**src/hw/fecb_pkg.sv**
```systemverilog
// constants for the channel A coefficient bank (first five taps)
// assumes byte-addressed serial control port with 8-bit data
package fecb_pkg;
    // ******************************************************
    // register byte addresses
    // ******************************************************
    localparam logic [14:0] fecb_tap0_addr    = 15'h0418;
    localparam logic [14:0] fecb_tap1_addr    = 15'h041a;
    localparam logic [14:0] fecb_tap2_addr    = 15'h041c;
    localparam logic [14:0] fecb_tap3_addr    = 15'h041e;
    localparam logic [14:0] fecb_center_addr  = 15'h0420;
    // ******************************************************
    // field layout and reset values
    // ******************************************************
    localparam int          fecb_side_width   = 12;
    localparam int          fecb_side_bytes   = 2;
    localparam int          fecb_center_width = 18;
    localparam int          fecb_center_bytes = 3;
    localparam int          fecb_side_taps    = 4;
    localparam logic [23:0] fecb_reg_reset    = 24'h000000;
    // ******************************************************
    // filter mode encodings
    // ******************************************************
    localparam logic [1:0]  fecb_mode_bypass  = 2'h0;
    localparam logic [1:0]  fecb_mode_run     = 2'h2;
endpackage

```
**src/hw/fecb_coef_reg.sv**
```systemverilog
// one coefficient register of several bytes, byte writable
// assumes byte writes come from the serial port decoder
`timescale 1ns/1ps
module fecb_coef_reg #(
    parameter int          bytes = 2,
    parameter int          width = 12
) (
    // clock and reset
    input  wire logic                 core_clk,
    input  wire logic                 reset,
    // byte write
    input  wire logic [bytes-1:0]     byte_write,
    input  wire logic [7:0]           write_data,
    // stored value
    output logic      [8*bytes-1:0]   stored,
    output logic      [8*bytes-1:0]   readback
);
    import fecb_pkg::*;
    genvar i;
    generate
        for (i = 0; i < bytes; i++) begin : g_byte
            always_ff @(posedge core_clk or posedge reset) begin
                if (reset)
                    stored[8*i +: 8] <= fecb_reg_reset[7:0];
                else if (byte_write[i])
                    stored[8*i +: 8] <= write_data;
            end
        end
    endgenerate
    // coefficient msb always reads back as zero
    always_comb begin
        readback = stored;
        readback[width-1] = 1'b0;
    end
endmodule

```
**src/hw/fecb_bank.sv**
```systemverilog
// coefficient bank for the first five taps of the channel A equaliser
// assumes a serial control port front end giving byte reads and writes
`timescale 1ns/1ps
module fecb_bank (
    // clock and reset
    input  wire logic                 core_clk,
    input  wire logic                 reset,
    // serial control port, byte access
    input  wire logic [14:0]          reg_addr,
    input  wire logic                 reg_write,
    input  wire logic                 reg_read,
    input  wire logic [7:0]           reg_wdata,
    output logic      [7:0]           reg_rdata,
    // filter configuration from the config register
    input  wire logic [1:0]           equalizer_mode_select,
    input  wire logic                 coefficient_share_enable,
    input  wire logic                 filter_merge_enable,
    input  wire logic                 serial_link_enable,
    // channel B own side and centre taps (from its own bank)
    input  wire logic [47:0]          chan_b_side_taps,
    input  wire logic [17:0]          chan_b_center_tap,
    // coefficients and run/merge flags to the filter datapath, linked-write flag
    output logic      [47:0]          chan_a_side_taps,
    output logic      [17:0]          chan_a_center_tap,
    output logic      [47:0]          chan_b_side_out,
    output logic      [17:0]          chan_b_center_out,
    output logic                      filter_run,
    output logic                      filter_merged,
    output logic                      write_while_linked
);
    import fecb_pkg::*;

    // ******************************************************
    // address decode
    // ******************************************************
    // base byte address of each side tap, tap order as the filter uses it
    localparam logic [14:0] side_base [fecb_side_taps] = '{fecb_tap0_addr,
        fecb_tap1_addr, fecb_tap2_addr, fecb_tap3_addr};
    logic [fecb_side_bytes-1:0] side_hit [fecb_side_taps];
    logic [15:0]                side_stored [fecb_side_taps];
    logic [15:0]                side_read [fecb_side_taps];
    wire  logic [14:0]          center_off = reg_addr - fecb_center_addr;
    wire  logic [2:0]           center_hit;
    wire  logic [23:0]          center_stored;
    wire  logic [23:0]          center_read;

    assign center_hit[0] = reg_write && center_off == 15'h0000;
    assign center_hit[1] = reg_write && center_off == 15'h0001;
    assign center_hit[2] = reg_write && center_off == 15'h0002;

    // ******************************************************
    // side tap registers
    // ******************************************************
    genvar t;
    generate
        for (t = 0; t < fecb_side_taps; t++) begin : g_side
            assign side_hit[t][0] = reg_write && reg_addr == side_base[t];
            assign side_hit[t][1] = reg_write &&
                reg_addr == side_base[t] + 15'h0001;
            fecb_coef_reg #(.bytes(fecb_side_bytes),
                            .width(fecb_side_width)) u_side (
                .core_clk   (core_clk),
                .reset      (reset),
                .byte_write (side_hit[t]),
                .write_data (reg_wdata),
                .stored     (side_stored[t]),
                .readback   (side_read[t])
            );
            // field is bits 11:0, signed; tap t feeds filter tap t
            assign chan_a_side_taps[12*t +: 12] =
                side_stored[t][fecb_side_width-1:0];
        end
    endgenerate

    // ******************************************************
    // centre tap register, 24 bits with 18-bit field
    // ******************************************************
    fecb_coef_reg #(.bytes(fecb_center_bytes),
                    .width(fecb_center_width)) u_center (
        .core_clk   (core_clk),
        .reset      (reset),
        .byte_write (center_hit),
        .write_data (reg_wdata),
        .stored     (center_stored),
        .readback   (center_read)
    );
    assign chan_a_center_tap =
        center_stored[fecb_center_width-1:0];

    // ******************************************************
    // filter control and sharing
    // ******************************************************
    // merged mode reuses the same words as leading taps, no remap
    assign filter_merged = filter_merge_enable;
    // reserved modes treated as bypass so the filter never half-runs
    assign filter_run = equalizer_mode_select == fecb_mode_run;
    assign chan_b_side_out = coefficient_share_enable ?
        chan_a_side_taps : chan_b_side_taps;
    assign chan_b_center_out = coefficient_share_enable ?
        chan_a_center_tap : chan_b_center_tap;
    // flags software ignoring the quiet-link requirement; write still lands
    assign write_while_linked = reg_write && serial_link_enable;

    // ******************************************************
    // readback
    // ******************************************************
    // read decode is kept apart from write decode so a read
    // never depends on the write strobe
    logic [fecb_side_bytes-1:0] side_rd_hit [fecb_side_taps];
    logic [7:0]                 side_rd_byte [fecb_side_taps];
    wire  logic [2:0]           center_rd_hit;
    wire  logic [7:0]           center_rd_byte;
    logic [7:0]                 next_rdata;

    generate
        for (t = 0; t < fecb_side_taps; t++) begin : g_side_rd
            assign side_rd_hit[t][0] = reg_addr == side_base[t];
            assign side_rd_hit[t][1] =
                reg_addr == side_base[t] + 15'h0001;
            // msb of the field already masked inside the register
            assign side_rd_byte[t] =
                side_rd_hit[t][0] ? side_read[t][7:0] :
                side_rd_hit[t][1] ? side_read[t][15:8] :
                8'h00;
        end
    endgenerate

    assign center_rd_hit[0] = center_off == 15'h0000;
    assign center_rd_hit[1] = center_off == 15'h0001;
    assign center_rd_hit[2] = center_off == 15'h0002;
    assign center_rd_byte =
        center_rd_hit[0] ? center_read[7:0] :
        center_rd_hit[1] ? center_read[15:8] :
        center_rd_hit[2] ? center_read[23:16] :
        8'h00;

    // unmapped addresses fall through to zero; at most one hit is set
    always_comb begin
        next_rdata = center_rd_byte;
        for (int i = 0; i < fecb_side_taps; i++) begin
            next_rdata = next_rdata | side_rd_byte[i];
        end
    end

    always_ff @(posedge core_clk or posedge reset) begin
        if (reset)
            reg_rdata <= 8'h00;
        else if (reg_read)
            reg_rdata <= next_rdata;
    end
endmodule

```
**config.mk**
```make
export PLATFORM = sky130hd
export DESIGN_NAME = fecb_bank
export DESIGN_NICKNAME = d
export VERILOG_FILES = /design/src/hw/fecb_pkg.sv /design/src/hw/fecb_coef_reg.sv /design/src/hw/fecb_bank.sv
export SDC_FILE = /design/constraint.sdc
export NUM_CORES = 1
export LEC_CHECK = 0
export CORE_ASPECT_RATIO = 1.2
export CORE_UTILIZATION = 58
export DETAILED_ROUTE_END_ITERATION = 8
export DONT_BUFFER_PORTS = 1
export PLACE_DENSITY = 0.74
export SLEW_MARGIN = 10
export SYNTH_ARGS = -nofsm -noshare
export SYNTH_HDL_FRONTEND = slang
export SYNTH_HIERARCHICAL = 1
export SYNTH_SLANG_ARGS = --single-unit
```
**constraint.sdc**
```tcl
create_clock -name core_clk -period 2.2 [get_ports core_clk]
set_input_delay 0.44 -clock core_clk [delete_from_list [all_inputs] [get_ports core_clk]]
set_output_delay 0.44 -clock core_clk [all_outputs]
set_load 0.005 [all_outputs]
```
# [Word-level counts from Yosys, hierarchy flattened]
# Index checks and enable logic that the tools add are counted.
[word_totals] register_bits=96 elab_cells=54
[classes] eq_ne=11 n_bitwise=4 n_mux=13 n_reduce_logical=13 n_addsub=1
[ops] operator="15-bit by 11-bit equality test with 1-bit output (second input constant)" count=8
[ops] operator="8-bit two-way mux" count=11
[ops] operator="48-bit two-way mux" count=1
[ops] operator="8-bit bitwise OR" count=4
[ops] operator="18-bit two-way mux" count=1
[ops] operator="15-bit by 1-bit equality test with 1-bit output (second input constant)" count=1
[ops] operator="15-bit by 2-bit equality test with 1-bit output (second input constant)" count=1
[ops] operator="15-bit logical NOT" count=1
[ops] operator="15-bit by 11-bit subtractor with 15-bit output (second input constant)" count=1
[ops] operator="1-bit logical AND" count=12
[ops] operator="2-bit equality test (second input constant)" count=1

# [Depth between registers and ports, before layout]
[depth] word_depth=9 ltp_mapped=9

# [Hierarchy]
# Netlist, hierarchy kept.
[by_module_without_submodules] module="fecb_coef_reg (g_side[0].u_side ...)" cells_each=52 instances=4 area_each_um2=790.8
[by_module_without_submodules] module="fecb_bank" cells_each=248 instances=1 area_each_um2=2122.0
[by_module_without_submodules] module="fecb_coef_reg (u_center)" cells_each=77 instances=1 area_each_um2=1182.4

# [Least setup slack after synthesis]
# Ideal clock, no wire load.
[synth_path] kind="in2reg" from="in reg_addr[5]" to="reg u_center.stored[0] (netlist: u_center/readback[0])" path_stages=9 t_required_ps=2075 t_arrival_ps=2074 path_slack_ps=1 setup_ps=125 path_cell_list="inv_1 > ha_1 > nor4b_1 > nand4_1 > nor2_2 > nand2_1 > nor3_1 > buf_6 > mux2_4"
[synth_via] elab_chain_cells=3
[synth_lines] item="from (decl)" line_no="fecb_bank.sv:9" source="input wire logic [14:0] reg_addr,"
[synth_lines] item="15-bit by 11-bit subtractor with 15-bit output" line_no="fecb_bank.sv:42" source="wire logic [14:0] center_off = reg_addr - fecb_center_addr;"
[synth_lines] item="15-bit logical NOT" line_no="fecb_bank.sv:47" source="assign center_hit[0] = reg_write && center_off == 15'h0000;"
[synth_lines] item="1-bit logical AND" line_no="fecb_bank.sv:47"
[synth_lines] item="named net center_hit[0]" line_no="fecb_bank.sv:43" source="wire logic [2:0] center_hit;"
[synth_lines] item="to (signal, indexed assignment)" line_no="fecb_coef_reg.sv:24" source="stored[8*i +: 8] <= fecb_reg_reset[7:0];"
[synth_lines] item="to (signal, indexed assignment)" line_no="fecb_coef_reg.sv:26" source="stored[8*i +: 8] <= write_data;"
[synth_lines] item="to (decl)" line_no="fecb_coef_reg.sv:15" source="output logic [8*bytes-1:0] stored,"
# The timed path passes the listed nets, and every way through them passes these cells.
# A chain may end at the register's enable or synchronous reset.

# [Worst setup path in the final report]
[layout_path] from="in reg_addr[5]" to="reg u_center.stored[3] (netlist: u_center/readback[3])"
# Same word-level chain as after synthesis.

==> impl_metrics.prom <==
# TYPE chip_impl_metric gauge
chip_impl_metric{name="area_growth_syn_to_layout",unit="%"} -1.33
chip_impl_metric{name="post-route-drc-count",unit=""} 0
chip_impl_metric{name="synthesis.area_per_instance",unit="sq um"} 12.3
chip_impl_metric{name="clock_tree.buffer_depth",unit=""} 2
chip_impl_metric{name="synthCells",unit=""} 511
chip_impl_metric{name="cellLeakagePower",unit="nW"} 2.85
chip_impl_metric{name="clock_sink_count",unit=""} 96
chip_impl_metric{name="start_util",unit="%"} 59.6
chip_impl_metric{name="grt_overflow",unit=""} 0
chip_impl_metric{name="number_of_global_route_vias_before_repair",unit=""} 3752
chip_impl_metric{name="synth_nets",unit=""} 610
chip_impl_metric{name="data_required_time_at_the_worst_endpoint",unit="ns"} 2.43
chip_impl_metric{name="vdd_ir_drop_max",unit="V"} 0.000308
chip_impl_metric{name="n_fill_cell",unit=""} 840
chip_impl_metric{name="final-max-slew-violation-count",unit=""} 0
chip_impl_info{name="hold_path.class",value="input pin to asynchronous set/reset pin"} 1
chip_impl_metric{name="grt_start_max_net_pins",unit=""} 67
chip_impl_metric{name="detail_route.wl_per_cell",unit="um"} 25.2
chip_impl_metric{name="detail_route.vias_per_cell",unit=""} 6.57
chip_impl_metric{name="setup_viol_count_final",unit=""} 0
chip_impl_metric{name="power_per_cell_area",unit="mW/mm^2"} 571
chip_impl_metric{name="syn_area",unit="sq mm"} 0.00630
chip_impl_info{name="root_buffer",value="sky130_fd_sc_hd__clkbuf_16"} 1
chip_impl_metric{name="dieHeight",unit="um"} 116
chip_impl_metric{name="detailedPlacementHpwl",unit="um"} 10600
chip_impl_metric{name="num_vias",unit=""} 3809
chip_impl_info{name="outcome",value="finished clean"} 1
chip_impl_info{name="worstSetupPathType",value="input pin to register"} 1
chip_impl_metric{name="final-hold-violation-count",unit=""} 0
chip_impl_metric{name="number_of_nets_at_the_end_of_the_flow",unit=""} 546
chip_impl_metric{name="antenna_found_initial",unit=""} 0
chip_impl_info{name="grt_setup_unrepaired",value="false"} 1
chip_impl_metric{name="clock_latency",unit="ns"} 0.35
chip_impl_metric{name="wire_length_of_the_first_global_routing_pass",unit="um"} 21900
chip_impl_metric{name="drt_iter0_drc",unit=""} 231
chip_impl_metric{name="dpl_cell_area",unit="sq mm"} 0.00592
chip_impl_metric{name="critical_path.max_fanout",unit=""} 8
chip_impl_metric{name="port_buffers",unit=""} 0
chip_impl_metric{name="fin_skew",unit="ns"} 0.00463
chip_impl_metric{name="layout_setup_ws",unit="ns"} 0.283
chip_impl_metric{name="period_minus_ws_final",unit="ns"} 1.92
chip_impl_metric{name="cts_htree_levels",unit=""} 3
chip_impl_metric{name="num_antenna_cells",unit=""} 0
chip_impl_info{name="mostFrequentLayoutCells",value="sky130_fd_sc_hd__dfrtp_1, sky130_fd_sc_hd__mux2_4, sky130_fd_sc_hd__mux2_2, sky130_fd_sc_hd__nor2_1, sky130_fd_sc_hd__buf_4"} 1
chip_impl_metric{name="ant_nets",unit=""} 0
chip_impl_metric{name="cts_made_buffers",unit=""} 9
chip_impl_info{name="layout_commonest_cell",value="sky130_fd_sc_hd__dfrtp_1"} 1
chip_impl_info{name="cp-start-kind",value="input pin"} 1
chip_impl_metric{name="crit_arrival",unit="ns"} 2.15
chip_impl_metric{name="drtPass1Iterations",unit=""} 5
chip_impl_metric{name="dieArea",unit="sq mm"} 0.0113
chip_impl_metric{name="worst_pin_slew",unit="ns"} 0.888
chip_impl_metric{name="cts.reportedPaths.clkPinSlew",unit="ns"} 0.06
chip_impl_metric{name="max_cap_viols",unit=""} 0
chip_impl_metric{name="top_level_ports",unit=""} 241
chip_impl_metric{name="achievable-frequency",unit="GHz"} 0.522
chip_impl_info{name="tritoncts",value="done"} 1
chip_impl_metric{name="timing.max_slew.rel_slack",unit="%"} 40.7
chip_impl_metric{name="place_congestion",unit=""} 0.878
chip_impl_metric{name="post-route-period-util",unit="%"} 87.1
chip_impl_metric{name="placeableCoreArea",unit="sq mm"} 0.0106
chip_impl_metric{name="yosysWarnings",unit=""} 6
chip_impl_metric{name="placementRows",unit=""} 41
chip_impl_metric{name="drt_wl_total",unit="um"} 14600
chip_impl_metric{name="drive_above_1_share",unit="%"} 45.9
chip_impl_metric{name="fp.dieW",unit="um"} 97.2
chip_impl_info{name="worstSetupEndpointType",value="register"} 1
chip_impl_metric{name="globalRouteTotalUtil",unit="%"} 26.0
chip_impl_metric{name="post-cts-setup-buffer-count",unit=""} 0
chip_impl_metric{name="post-route-cell-area",unit="sq mm"} 0.00622
chip_impl_metric{name="preCtsSetupSlack",unit="ns"} -0.0213
## critical path, stage by stage
cell	delay [ns]
sky130_fd_sc_hd__inv_1	0.02
sky130_fd_sc_hd__ha_1	0.26
sky130_fd_sc_hd__nor4b_1	0.23
sky130_fd_sc_hd__nand4_1	0.22
sky130_fd_sc_hd__nor2_2	0.15
sky130_fd_sc_hd__nand2_1	0.12
sky130_fd_sc_hd__nor3_1	0.15
sky130_fd_sc_hd__buf_4	0.23
sky130_fd_sc_hd__mux2_4	0.32
## power breakdown
| part | internal [mW] | switching (mW) | total [mW] |
|---|---|---|---|
| clock | 0.904 | 0.638 | 1.54 |
| combinational | 0.116 | 0.107 | 0.222 |
| sequential | 1.78 | 0.0116 | 1.79 |
## layout make-up
type | count | area [sq um] | area share, %
Multi-Input combinational cell | 306 | 3150 | 50.6
Sequential cell | 96 | 2400 | 38.6
Clock buffer | 12 | 246 | 3.96
Timing Repair Buffer | 24 | 183 | 2.94
Tap cell | 129 | 161 | 2.60
Clock inverter | 3 | 42.5 | 0.684
Inverter | 10 | 37.5 | 0.604
## path summary, 6_finish.rpt
| kind | to | startpoint | cells past startpoint | slack, ns |
|---|---|---|---|---|
| worst max-delay path | u_center/readback[3] | reg_addr[5] | 9 | 0.28 |
| worst min-delay path | g_side[2].u_side/readback[2] | reset | 1 | 0.04 |
| worst max register to register | reg_rdata[0] | g_side[3].u_side/readback[8] | 4 | 0.52 |
| worst min register to register | g_side[0].u_side/readback[13] | g_side[0].u_side/readback[13] | 1 | 0.51 |
| max in group asynchronous | reg_rdata[0] | reset | 2 | 1.45 |
| min in group core_clk | reg_rdata[3] | reg_read | 1 | 0.19 |
## flip-flops by register name, indices dropped and copies added, names as in the netlist
register	cells
g_side.u_side/readback	60
g_side.u_side/stored	4
reg_rdata	8
u_center/readback	23
u_center/stored	1
## metrics by stage
step	utilization, %	total power [mW]	setup TNS (ns)	hold slack [ns]	cells
after CTS	58.8	3.57	0	0.0649	580
final	58.8	3.55	0	0.0446	580
after floorplan	-	2.06	0	0.256	511
after global placement	56.0	2.04	-0.0102	0.291	564
after global routing	58.8	3.64	0	0.103	580
after detailed placement	56.0	2.04	-0.144	0.299	564
## metal layers
layer	part of all wire [%]	vias to the layer above	global-route usage, %	wire length [um]
met2	49	220	42.7	7180
met1	40	1939	32.6	5780
met5	0	-	0	0
li1	-	1618	-	-
met4	3.1	0	12.2	450
met3	8.2	32	6.52	1200
## timing repair
action,4_1_cts,5_1_grt
hold endpoints to repair,8,0
hold buffers,1,0
resized for setup,0,0
Note: power is estimated with default switching activity, not from simulation.
